`src/hw/adc_out_defs.svh`:
```
`ifndef ADC_OUT_DEFS_SVH
`define ADC_OUT_DEFS_SVH

// register byte offsets
`define OFS_CTRL        12'h000
`define OFS_STATUS      12'h004
`define OFS_IRQ_STAT    12'h008
`define OFS_IRQ_MASK    12'h00c
`define OFS_SAMPLE      12'h010

// control fields
`define CTRL_MODE_LSB   0
`define CTRL_PD_BIT     2
`define CTRL_OEN_BIT    3
`define CTRL_RESET      32'h0000_0008

// status / interrupt fields
`define ST_VALID_BIT    0
`define ST_RANGE_BIT    1
`define ST_WAKE_BIT     2
`define ST_DCS_BIT      3
`define IRQ_NONE        4'h0

// sample word codes
`define CODE_MID        14'h2000
`define CODE_POS_FS     14'h3fff
`define CODE_NEG_FS     14'h0000

// timing
`define CLK_PERIOD_NS   100
`define RELOCK_CYCLES   100
`define NAP_WAKE_CYCLES 100
`define SLEEP_WAKE_MS   2
`define SLEEP_WAKE_CYC  ((`SLEEP_WAKE_MS * 1000000) / `CLK_PERIOD_NS)
`define PD_PULSE_NS     1000
`define PD_PULSE_CYC    ((`PD_PULSE_NS + `CLK_PERIOD_NS - 1) / `CLK_PERIOD_NS)

`endif

```
`src/hw/adc_out_pkg.sv`:
```
package adc_out_pkg;

  // four-level configuration pin state
  typedef enum logic [1:0] {
    MODE_GND,
    MODE_THIRD,
    MODE_TWO_THIRD,
    MODE_SUPPLY
  } mode_level_e;

  // operating state
  typedef enum logic [1:0] {
    OP_NORMAL,
    OP_NAP,
    OP_SLEEP
  } op_mode_e;

  typedef logic [13:0] sample_t;

endpackage : adc_out_pkg

```
`src/hw/recovery_if.sv`:
```
interface recovery_if;
  logic        start;
  logic [31:0] cycles;
  logic        busy;
  logic        done;

  modport ctrl (output start, output cycles, input busy, input done);
  modport timer (input start, input cycles, output busy, output done);
endinterface : recovery_if

```
`src/hw/recovery_timer.sv`:
```
`include "adc_out_defs.svh"

module recovery_timer
  import adc_out_pkg::*;
(
  // clock and reset
  input  wire logic pclk,
  input  wire logic presetn,
  // control
  recovery_if.timer rec
);

  logic [31:0] count_ff;
  logic [31:0] nxt_count;
  logic        done_ff;
  logic        nxt_done;

  // a new start reloads the wait with its own cycle count, so a shorter second request can cut a longer wait short
  always_comb begin
    nxt_count = count_ff;
    nxt_done  = 1'b0;
    if (rec.start) begin
      nxt_count = rec.cycles;
    end else if (count_ff != 32'h0) begin
      nxt_count = count_ff - 32'h1;
      nxt_done  = (count_ff == 32'h1);
    end
  end

  always_ff @(posedge pclk or negedge presetn) begin
    if (!presetn) begin
      count_ff <= 32'h0;
      done_ff  <= 1'b0;
    end else begin
      count_ff <= nxt_count;
      done_ff  <= nxt_done;
    end
  end

  assign rec.busy = (count_ff != 32'h0);
  assign rec.done = done_ff;

endmodule : recovery_timer

```
`src/hw/sample_pipe.sv`:
```
`include "adc_out_defs.svh"

module sample_pipe
  import adc_out_pkg::*;
#(
  parameter int LATENCY = 5
) (
  // clock and reset
  input  wire logic    pclk,
  input  wire logic    presetn,
  // input side
  input  wire sample_t din,
  input  wire logic    flag_in,
  // output side
  output sample_t      dout,
  output logic         flag_out
);

  sample_t stage_ff [LATENCY];
  logic    flag_ff  [LATENCY];

  // word and flag share every stage, so they can never slip apart
  genvar i;
  generate
    for (i = 0; i < LATENCY; i++) begin : g_stage
      always_ff @(posedge pclk or negedge presetn) begin
        if (!presetn) begin
          stage_ff[i] <= `CODE_MID;
          flag_ff[i]  <= 1'b0;
        end else if (i == 0) begin
          stage_ff[i] <= din;
          flag_ff[i]  <= flag_in;
        end else begin
          stage_ff[i] <= stage_ff[(i == 0) ? 0 : i - 1];
          flag_ff[i]  <= flag_ff[(i == 0) ? 0 : i - 1];
        end
      end
    end
  endgenerate

  assign dout     = stage_ff[LATENCY-1];
  assign flag_out = flag_ff[LATENCY-1];

endmodule : sample_pipe

```
`src/hw/adc_out_ctrl.sv`:
```
// Function
// - stabilizer on: sample on rising edge, falling edge ignored, internal 50 percent.
// - stabilizer needs about 100 cycles to relock; output invalid until then.
// - offset binary: mid code 2000h, all ones positive, all zeros negative.
// - two's complement is offset binary with top bit inverted.
// - out of range raises flag and clamps word to full scale.
// - ground and one-third select offset binary; upper levels two's complement.
// - stabilizer on at one-third and two-thirds levels, off otherwise.
// - output-drive control high disables sample word and flag.
// - power-down low means normal conversion.
// - power-down and drive control high: sleep; data invalid for milliseconds after.
// - power-down high, drive control low: nap; data valid 100 cycles after.
// - in sleep and nap all digital outputs are high impedance; here out_enable releases word and flag only, data_valid is held low.
// - each rising clock edge takes one sample.
`include "adc_out_defs.svh"

module adc_out_ctrl
  import adc_out_pkg::*;
#(
  parameter int LATENCY        = 5,
  parameter int SLEEP_WAKE_CYC = `SLEEP_WAKE_CYC
) (
  // apb slave
  input  wire logic        pclk,
  input  wire logic        presetn,
  input  wire logic        psel,
  input  wire logic        penable,
  input  wire logic        pwrite,
  input  wire logic [11:0] paddr,
  input  wire logic [31:0] pwdata,
  output logic [31:0]      prdata,
  output logic             pready,
  output logic             pslverr,
  // converter core result, one per clock
  input  wire logic [14:0] core_value,
  input  wire logic        core_over,
  input  wire logic        core_under,
  // parallel output pins
  output logic [13:0]      sample_word,
  output logic             range_exceeded_flag,
  output logic             out_enable,
  output logic             data_valid,
  output logic             internal_clk_half,
  // interrupt
  output logic             irq
);

  logic [31:0] ctrl_ff,   nxt_ctrl;
  logic [3:0]  istat_ff,  nxt_istat;
  logic [3:0]  imask_ff,  nxt_imask;
  logic [31:0] prdata_ff, nxt_prdata;
  logic        pslverr_ff, nxt_pslverr;
  op_mode_e    op_ff,     nxt_op;
  logic        valid_ff,  nxt_valid;
  logic        wake_pend_ff, nxt_wake_pend;
  logic        half_ff,   nxt_half;
  logic [13:0] word_ff,   nxt_word;
  logic        flag_ff,   nxt_flag;
  logic        dcs_prev_ff;
  logic        range_prev_ff;

  mode_level_e mode_lvl;
  logic        fmt_twos;
  logic        dcs_on;
  logic        pd_req;
  logic        drive_off_n;
  logic        wr_en;
  logic        rd_en;
  logic [31:0] rd_word;
  logic        addr_hit;
  sample_t     clamp_word;
  sample_t     pipe_word;
  logic        pipe_flag;
  logic        ev_valid;
  logic        ev_range;
  logic        ev_wake;
  logic        ev_dcs;

  recovery_if rec ();

  // configuration decode
  assign mode_lvl    = mode_level_e'(ctrl_ff[`CTRL_MODE_LSB +: 2]);
  assign pd_req      = ctrl_ff[`CTRL_PD_BIT];
  assign drive_off_n = ctrl_ff[`CTRL_OEN_BIT];

  function automatic logic is_twos(input mode_level_e m);
    is_twos = (m == MODE_TWO_THIRD) || (m == MODE_SUPPLY);
  endfunction : is_twos

  function automatic logic is_dcs(input mode_level_e m);
    is_dcs = (m == MODE_THIRD) || (m == MODE_TWO_THIRD);
  endfunction : is_dcs

  assign fmt_twos = is_twos(mode_lvl);
  assign dcs_on   = is_dcs(mode_lvl);

  // apb decode; always ready in one access cycle
  assign wr_en   = psel && penable && pwrite;
  assign rd_en   = psel && penable && !pwrite;
  assign pready  = 1'b1;
  assign prdata  = prdata_ff;
  assign pslverr = pslverr_ff;

  // clamp raw core value, one sample per edge
  always_comb begin
    clamp_word = core_value[13:0];
    if (core_over) begin
      clamp_word = `CODE_POS_FS;
    end else if (core_under) begin
      clamp_word = `CODE_NEG_FS;
    end
  end

  // fixed latency keeps word and flag aligned
  sample_pipe #(
    .LATENCY (LATENCY)
  ) u_pipe (
    .pclk     (pclk),
    .presetn  (presetn),
    .din      (clamp_word),
    .flag_in  (core_over || core_under),
    .dout     (pipe_word),
    .flag_out (pipe_flag)
  );

  recovery_timer u_rec (
    .pclk    (pclk),
    .presetn (presetn),
    .rec     (rec)
  );

  // operating mode and recovery control
  always_comb begin
    nxt_op        = op_ff;
    nxt_valid     = valid_ff;
    nxt_wake_pend = 1'b0;
    rec.start     = 1'b0;
    rec.cycles    = 32'h0;
    case (op_ff)
      OP_NORMAL: begin
        if (pd_req && drive_off_n) begin
          nxt_op    = OP_SLEEP;
          nxt_valid = 1'b0;
        end else if (pd_req) begin
          nxt_op    = OP_NAP;
          nxt_valid = 1'b0;
        end
      end
      OP_NAP, OP_SLEEP: begin
        if (!pd_req) begin
          nxt_op     = OP_NORMAL;
          rec.start  = 1'b1;
          rec.cycles = (op_ff == OP_SLEEP) ? 32'(SLEEP_WAKE_CYC)
                                           : 32'(`NAP_WAKE_CYCLES);
        end else if (drive_off_n) begin
          nxt_op = OP_SLEEP;
        end else begin
          nxt_op = OP_NAP;
        end
      end
      default: begin
        nxt_op = OP_NORMAL;
      end
    endcase
    // stabilizer turned on: relock before data counts again
    if (dcs_on && !dcs_prev_ff && !rec.start) begin
      rec.start  = 1'b1;
      rec.cycles = 32'(`RELOCK_CYCLES);
      nxt_valid  = 1'b0;
    end
    if (rec.start) begin
      nxt_valid = 1'b0;
    end else if (rec.done && op_ff == OP_NORMAL) begin
      nxt_valid     = 1'b1;
      nxt_wake_pend = 1'b1;
    end
  end

  // internal half-clock: with stabilizer it toggles every edge for an even duty
  always_comb begin
    nxt_half = 1'b0;
    if (dcs_on) begin
      nxt_half = !half_ff;
    end
  end

  // output stage registers word and flag together
  always_comb begin
    nxt_word = word_ff;
    nxt_flag = flag_ff;
    if (op_ff == OP_NORMAL) begin
      nxt_word = fmt_twos ? {~pipe_word[13], pipe_word[12:0]} : pipe_word;
      nxt_flag = pipe_flag;
    end
  end

  // event capture; set wins over read clear
  assign ev_valid = wake_pend_ff;
  assign ev_range = pipe_flag && !range_prev_ff;
  assign ev_wake  = rec.start;
  assign ev_dcs   = dcs_on && !dcs_prev_ff;

  // register file; read data and error are loaded at the setup edge so that
  // they already stand at the access edge, where the master takes them
  always_comb begin
    nxt_ctrl    = ctrl_ff;
    nxt_imask   = imask_ff;
    nxt_istat   = istat_ff;
    nxt_prdata  = prdata_ff;
    nxt_pslverr = psel ? pslverr_ff : 1'b0;
    rd_word     = 32'h0;
    addr_hit    = 1'b1;
    case (paddr)
      `OFS_CTRL:     rd_word = ctrl_ff;
      `OFS_STATUS:   rd_word = {26'h0, op_ff, dcs_on, rec.busy, flag_ff, valid_ff};
      `OFS_IRQ_STAT: rd_word = {28'h0, istat_ff};
      `OFS_IRQ_MASK: rd_word = {28'h0, imask_ff};
      `OFS_SAMPLE:   rd_word = {17'h0, flag_ff, word_ff};
      default:       addr_hit = 1'b0;
    endcase
    if (psel && !penable) begin
      nxt_pslverr = !addr_hit;
      if (!pwrite) begin
        nxt_prdata = rd_word;
      end
    end
    if (wr_en) begin
      case (paddr)
        `OFS_CTRL:     nxt_ctrl  = {28'h0, pwdata[3:0]};
        `OFS_IRQ_MASK: nxt_imask = pwdata[3:0];
        default:       nxt_ctrl  = ctrl_ff;
      endcase
    end
    // clear only the bits that were reported, so an event after the setup edge survives
    if (rd_en && paddr == `OFS_IRQ_STAT) begin
      nxt_istat = istat_ff & ~prdata_ff[3:0];
    end
    nxt_istat[`ST_VALID_BIT] = nxt_istat[`ST_VALID_BIT] | ev_valid;
    nxt_istat[`ST_RANGE_BIT] = nxt_istat[`ST_RANGE_BIT] | ev_range;
    nxt_istat[`ST_WAKE_BIT]  = nxt_istat[`ST_WAKE_BIT]  | ev_wake;
    nxt_istat[`ST_DCS_BIT]   = nxt_istat[`ST_DCS_BIT]   | ev_dcs;
  end

  // all state registers
  always_ff @(posedge pclk or negedge presetn) begin
    if (!presetn) begin
      ctrl_ff       <= `CTRL_RESET;
      istat_ff      <= `IRQ_NONE;
      imask_ff      <= `IRQ_NONE;
      prdata_ff     <= 32'h0;
      pslverr_ff    <= 1'b0;
      op_ff         <= OP_NORMAL;
      valid_ff      <= 1'b1;
      wake_pend_ff  <= 1'b0;
      half_ff       <= 1'b0;
      word_ff       <= `CODE_MID;
      flag_ff       <= 1'b0;
      dcs_prev_ff   <= 1'b0;
      range_prev_ff <= 1'b0;
    end else begin
      ctrl_ff       <= nxt_ctrl;
      istat_ff      <= nxt_istat;
      imask_ff      <= nxt_imask;
      prdata_ff     <= nxt_prdata;
      pslverr_ff    <= nxt_pslverr;
      op_ff         <= nxt_op;
      valid_ff      <= nxt_valid;
      wake_pend_ff  <= nxt_wake_pend;
      half_ff       <= nxt_half;
      word_ff       <= nxt_word;
      flag_ff       <= nxt_flag;
      dcs_prev_ff   <= dcs_on;
      range_prev_ff <= pipe_flag;
    end
  end

  // drivers off whenever drive control is high or the core is powered down
  assign out_enable          = !drive_off_n && (op_ff == OP_NORMAL);
  assign sample_word         = word_ff;
  assign range_exceeded_flag = flag_ff;
  assign data_valid          = valid_ff && !rec.busy;
  assign internal_clk_half   = half_ff;
  assign irq                 = |(istat_ff & imask_ff);

  // assertions
  AST_CLAMP_POS: assert property (@(posedge pclk) disable iff (!presetn)
    core_over |-> clamp_word == 14'h3fff) else $error("over range not clamped");
  AST_CLAMP_NEG: assert property (@(posedge pclk) disable iff (!presetn)
    (core_under && !core_over) |-> clamp_word == 14'h0000)
    else $error("under range not clamped");
  AST_TWOS: assert property (@(posedge pclk) disable iff (!presetn)
    (op_ff == OP_NORMAL && fmt_twos) |=> word_ff == {~$past(pipe_word[13]), $past(pipe_word[12:0])})
    else $error("twos format wrong");
  AST_OFFSET: assert property (@(posedge pclk) disable iff (!presetn)
    (op_ff == OP_NORMAL && !fmt_twos) |=> word_ff == $past(pipe_word))
    else $error("offset format wrong");
  AST_OE_OFF: assert property (@(posedge pclk) disable iff (!presetn)
    drive_off_n |-> !out_enable) else $error("outputs driven while disabled");
  AST_PD_HIZ: assert property (@(posedge pclk) disable iff (!presetn)
    (op_ff != OP_NORMAL) |-> !out_enable && !data_valid)
    else $error("outputs live in power down");
  AST_NAP_ENTRY: assert property (@(posedge pclk) disable iff (!presetn)
    (op_ff == OP_NORMAL && pd_req && !drive_off_n) |=> op_ff == OP_NAP)
    else $error("nap not entered");
  AST_SLEEP_ENTRY: assert property (@(posedge pclk) disable iff (!presetn)
    (op_ff == OP_NORMAL && pd_req && drive_off_n) |=> op_ff == OP_SLEEP)
    else $error("sleep not entered");
  AST_NAP_WAKE: assert property (@(posedge pclk) disable iff (!presetn)
    (op_ff == OP_NAP && !pd_req) |=> !data_valid [*8])
    else $error("data valid too soon after nap");
  AST_HALF: assert property (@(posedge pclk) disable iff (!presetn)
    (dcs_on && $past(dcs_on)) |-> half_ff != $past(half_ff))
    else $error("internal half clock stuck");
  AST_NORMAL: assert property (@(posedge pclk) disable iff (!presetn)
    (op_ff != OP_NORMAL && !pd_req) |=> op_ff == OP_NORMAL)
    else $error("normal not resumed");

endmodule : adc_out_ctrl

```
`config.mk`:
```
export PLATFORM = sky130hd
export DESIGN_NAME = adc_out_ctrl
export DESIGN_NICKNAME = d
export VERILOG_FILES = /design/src/hw/adc_out_pkg.sv /design/src/hw/recovery_if.sv /design/src/hw/recovery_timer.sv /design/src/hw/sample_pipe.sv /design/src/hw/adc_out_ctrl.sv
export VERILOG_INCLUDE_DIRS = /design/src /design/src/hw
export SDC_FILE = /design/constraint.sdc
export NUM_CORES = 1
export LEC_CHECK = 0
export BUFFER_PORTS_ARGS = -buffer_cell sky130_fd_sc_hd__buf_4
export CAP_MARGIN = 40
export CORE_MARGIN = 2
export CORE_UTILIZATION = 50
export DETAILED_ROUTE_END_ITERATION = 16
export GPL_TIMING_DRIVEN = 0
export PLACE_DENSITY = 0.81
export SYNTH_ARGS = -nofsm -noshare
export SYNTH_HDL_FRONTEND = slang
export SYNTH_HIERARCHICAL = 1
export SYNTH_SLANG_ARGS = --single-unit
```
`constraint.sdc`:
```
create_clock -name pclk -period 2.65 [get_ports pclk]
set_clock_uncertainty 0.1 [all_clocks]
set_input_delay 0.53 -clock pclk [delete_from_list [all_inputs] [get_ports pclk]]
set_output_delay 0.53 -clock pclk [all_outputs]
set_load 0.05 [all_outputs]
```
==> summary.md <==
| Metric | Value |
|---|---|
| First-pass GRT wire length | 25,470 um |
| Synth warn | 6 |
| Critical-path maximum fanout | 2 |
| Post-layout util | between 60% and 70% |
| Status | complete, but fails checks |
| Post-synth ARST share | 100.0% |
| Yosys reg bits | 158 |
| IR drop worst, VDD | 0.0005893 V |
| Crit path buf inv count | 3 |
| Cells after Synth | 530 |
| DR iter-0 viols | 620 |
| Total wire length | 15,270 um |
| Largest net degree at the start of global routing | 88 |
| Vias/cell | around 5.5 |
| H-tree Lvls | 4 |
| Clk pin slew, worst setup/hold paths | about 0.060 ns |
| Number of remaining DRC errors | 0 |
| CTS Buf Count | 17 |
| Synth area leaders | dfrtp_1, mux2_2, buf_4 |
| Max_cap viols | 0 |
| Clk Latency, worst-skew pair | 0.42 ns |
| Design area | 8364 um^2 |
| Top_reg_cell synth | dfrtp_1 |
| Final Power | 0.006668 W |
| P&R area growth vs syn | 26.18% |
| Max-slew headroom | between 40% and 50% |
| Leakage Power | 3.743 nW |
| Fin cells | ~870 |
| Grt ovf | 0 |
| TritonCTS clock tree | built |
| Kind of end point of the critical path | primary output |
| Worst endpoint data arrival time | 2.22 ns |
| Layout cells sized above 1 | between 30% and 40% |
| Req. time, crit path | 2.02 ns |
| PortBufs | 70 |
| Cell total after placement | 818 |
| FP Rows | 42 |
| Failing checks | negative setup slack |
| Reg area | 3964 um^2 |
| Initial antenna violation count | 0 |
| Final hold vios | 0 |
| Slew @ Worst Pin | 0.7862 ns |
| Most frequent cell on the critical path | inv_2 |
| CP startpoint kind | flip-flop |
| Setup slack after layout | -0.1983 ns |
| Ant. Diodes | 0 |
| WL/cell | 17.59 um |
| DP Area | 7574 um^2 |
| CP cell instances | inv_2 > ha_4 > nor3b_4 > nand3_4 > nor4_4 > inv_2 > nor2b_4 > buf_8 |
| Tot GR Track Use | 22.92% |
| Post-synthesis sequential area ratio | 59.80% |
| Dpl hpwl | 9528 um |
| Mapped Area | ~6600 um^2 |
| Filler cells | 934 |
| Sink Count | between 150 and 200 |
| Core area | 13,090 um^2 |
| Number of flops mapped to enable cells by yosys | 0 |
| CP peak stage delay | around 0.39 ns |
| Drt first pass iters | 8 |
| Vias in the first global route | 4,986 |
| Area of the multi-input gates | around 2500 um^2 |
| Gpl congestion | about 0.94 |
| Unrepaired setup endpoints after global routing | yes |
| Post-DRT Antenna Nets | 0 |
| Yosys cell types | 66 |
| Final Cycle Share | 107.5% |
| Slowest CP cell | dfrtp_1 |
| Fmax | 0.3511 GHz |
| Via count of the routed design | 4,765 |
| Final nets | 752 |
| Cell taking the most area after synthesis | dfrtp_1 |
| Die Width | 119.1 um |
| Die area | 14,190 um^2 |
| Initial cell density of the core | 50.66% |
| Area share of the largest cell type after synthesis | 56.63% |
| PD cells | 797.2 nW/um^2 |
| Setup_tns | -0.1983 ns |
| Fin crit period | between 2 and 3 ns |
| CTS Hold Bufs | 0 |
| Clk root buf | clkbuf_16 |
| Crit-path leading delay family | simple AND/OR/NAND/NOR gates |
| IO Count | between 100 and 150 |
| WS Path Type | flip-flop to primary output |
| Final slew viol count | 0 |
| CTS Buffer Depth | 2 |
| Worst Hold Class | primary input to async pin |
| Final setup vio count | 1 |
| Die height | roughly 120 um |
| Post-Syn Area per Cell | 12.51 um^2 |
-- layout by cell type, fill, tap and decap left out, drive strengths merged, types with 7 or more instances in the layout --
master / instances
xnor2: 12
nor4: 14
nand2: 32
dfrtp: 150
buf: 125
nor2b: 7
nor2: 27
o21ai: 15
a22o: 15
clkbuf: 33
inv: 28
conb: 43
or2: 8
ha: 7
nor3: 13
mux2: 23
a21oi: 7
dfstp: 8
a21o: 16
nand3: 16
-- worst register-to-register path: stages (launching register included) --
cell	delay [ns]
dfrtp_1	0.44
inv_1	0.07
ha_1	0.32
inv_1	0.09
o22ai_4	0.24
clkbuf_2	0.25
clkbuf_1	0.47
nand2_1	0.19
o311ai_0	0.21
-- sequential cells by signal, summed over array words and instances (netlist names), 2 cells and up --
register and count:
sample_word 14, u_pipe/dout 14, op_ff 2, imask_ff 4, prdata 15, istat_ff 4
ctrl_ff 4, u_pipe/stage_ff 56, u_rec/count_ff 32, u_pipe/flag_ff 4
-- where the power goes --
| group | leakage (nW) | total [W] | switching, W | internal (W) |
|---|---|---|---|---|
| registers | 1.84 | 0.00301 | 0.000322 | 0.00269 |
| logic | 1.64 | 0.00131 | 0.000704 | 0.000608 |
| clock network | 0.267 | 0.00234 | 0.00100 | 0.00134 |
| total | 3.74 | 0.00667 | 0.00203 | 0.00464 |
-- per-layer routing --
layer	track usage [%]	up-vias	wire (um)
li1	-	2126	-
met5	0	-	0
met3	4.933	59	1065
met4	11.98	0	541
met2	37.68	257	7528
met1	28.58	2323	6134
-- kinds of logic after synthesis --
group,synth area share (%)
DFF,59.80
and+or+nand+nor,13.59
AOI/OAI and AO/OA,11.78
buffers and inverters,6.021
muxes,5.266
xor gates and xnor gates,2.114
adders and majority gates,1.321
other,0.1133
-- cells in the mapped netlist, types with 3 or more instances --
library cell / instances
dfrtp_1: 150
buf_4: 33
nand2_1: 30
nor2_1: 26
mux2_2: 23
inv_1: 22
a21o_1: 16
a22o_1: 15
clkbuf_1: 14
nand3_1: 13
nor3_1: 12
o21ai_0: 12
xnor2_1: 12
dfstp_2: 8
a21oi_1: 7
ha_1: 7
nor2b_1: 7
or2_2: 7
nor4_4: 6
o31ai_1: 6
or3_1: 6
a211oi_1: 5
a22oi_1: 5
a2bb2oi_1: 5
a31oi_1: 5
nor4_1: 5
o41ai_1: 5
mux4_2: 4
o311ai_0: 4
or4_1: 4
xor2_1: 4
a211o_1: 3
and2_1: 3
nand3_2: 3
nand3b_1: 3
nor4_2: 3
-- per-stage QoR --
step / setup WS, ns / hold slack [ns]
3_3_place_gp: -0.4110 / 0.2316
6_report: -0.1983 / 0.06906
3_5_place_dp: -0.4286 / 0.2347
5_1_grt: -0.2501 / 0.1371
4_1_cts: -0.1044 / 0.1026
2_1_floorplan: 0.05823 / 0.1344
-- final timing paths --
kind	cells past startpoint	endpoint	slack (ns)	startpoint
worst max-delay path	8	data_valid	-0.20	u_rec/count_ff[0]$_DFFE_PN0P_
worst min-delay path	1	ctrl_ff[1]$_DFFE_PN0P_	0.07	presetn
worst max register to register	8	u_rec/count_ff[9]$_DFFE_PN0P_	0.10	op_ff[1]$_DFFE_PN0P_
worst min register to register	0	u_pipe/stage_ff[35]$_DFF_PN0_	0.25	u_pipe/stage_ff[49]$_DFF_PN0_
max in group asynchronous	2	u_pipe/stage_ff[27]$_DFF_PN1_	1.53	presetn
min in group pclk	2	u_pipe/stage_ff[62]$_DFF_PN0_	0.22	core_value[6]
-- repair_timing --
action | 4_1_cts | 5_1_grt
pin swaps | 8 | 3
resized for setup | 15 | 9
endpoints found under the setup margin | 9 | 8
setup buffers | 15 | 4
-- cell type report --
cell class | instances | area share (%)
Sequential cell | 158 | 47.39
Multi-Input combinational cell | 342 | 29.90
Timing Repair Buffer | 90 | 8.452
Clock buffer | 20 | 5.340
Buffer | 48 | 3.815
Tap cell | 176 | 2.633
Clock inverter | 12 | 1.481
Inverter | 22 | 0.9873
Power figures use the tool's default switching activity.
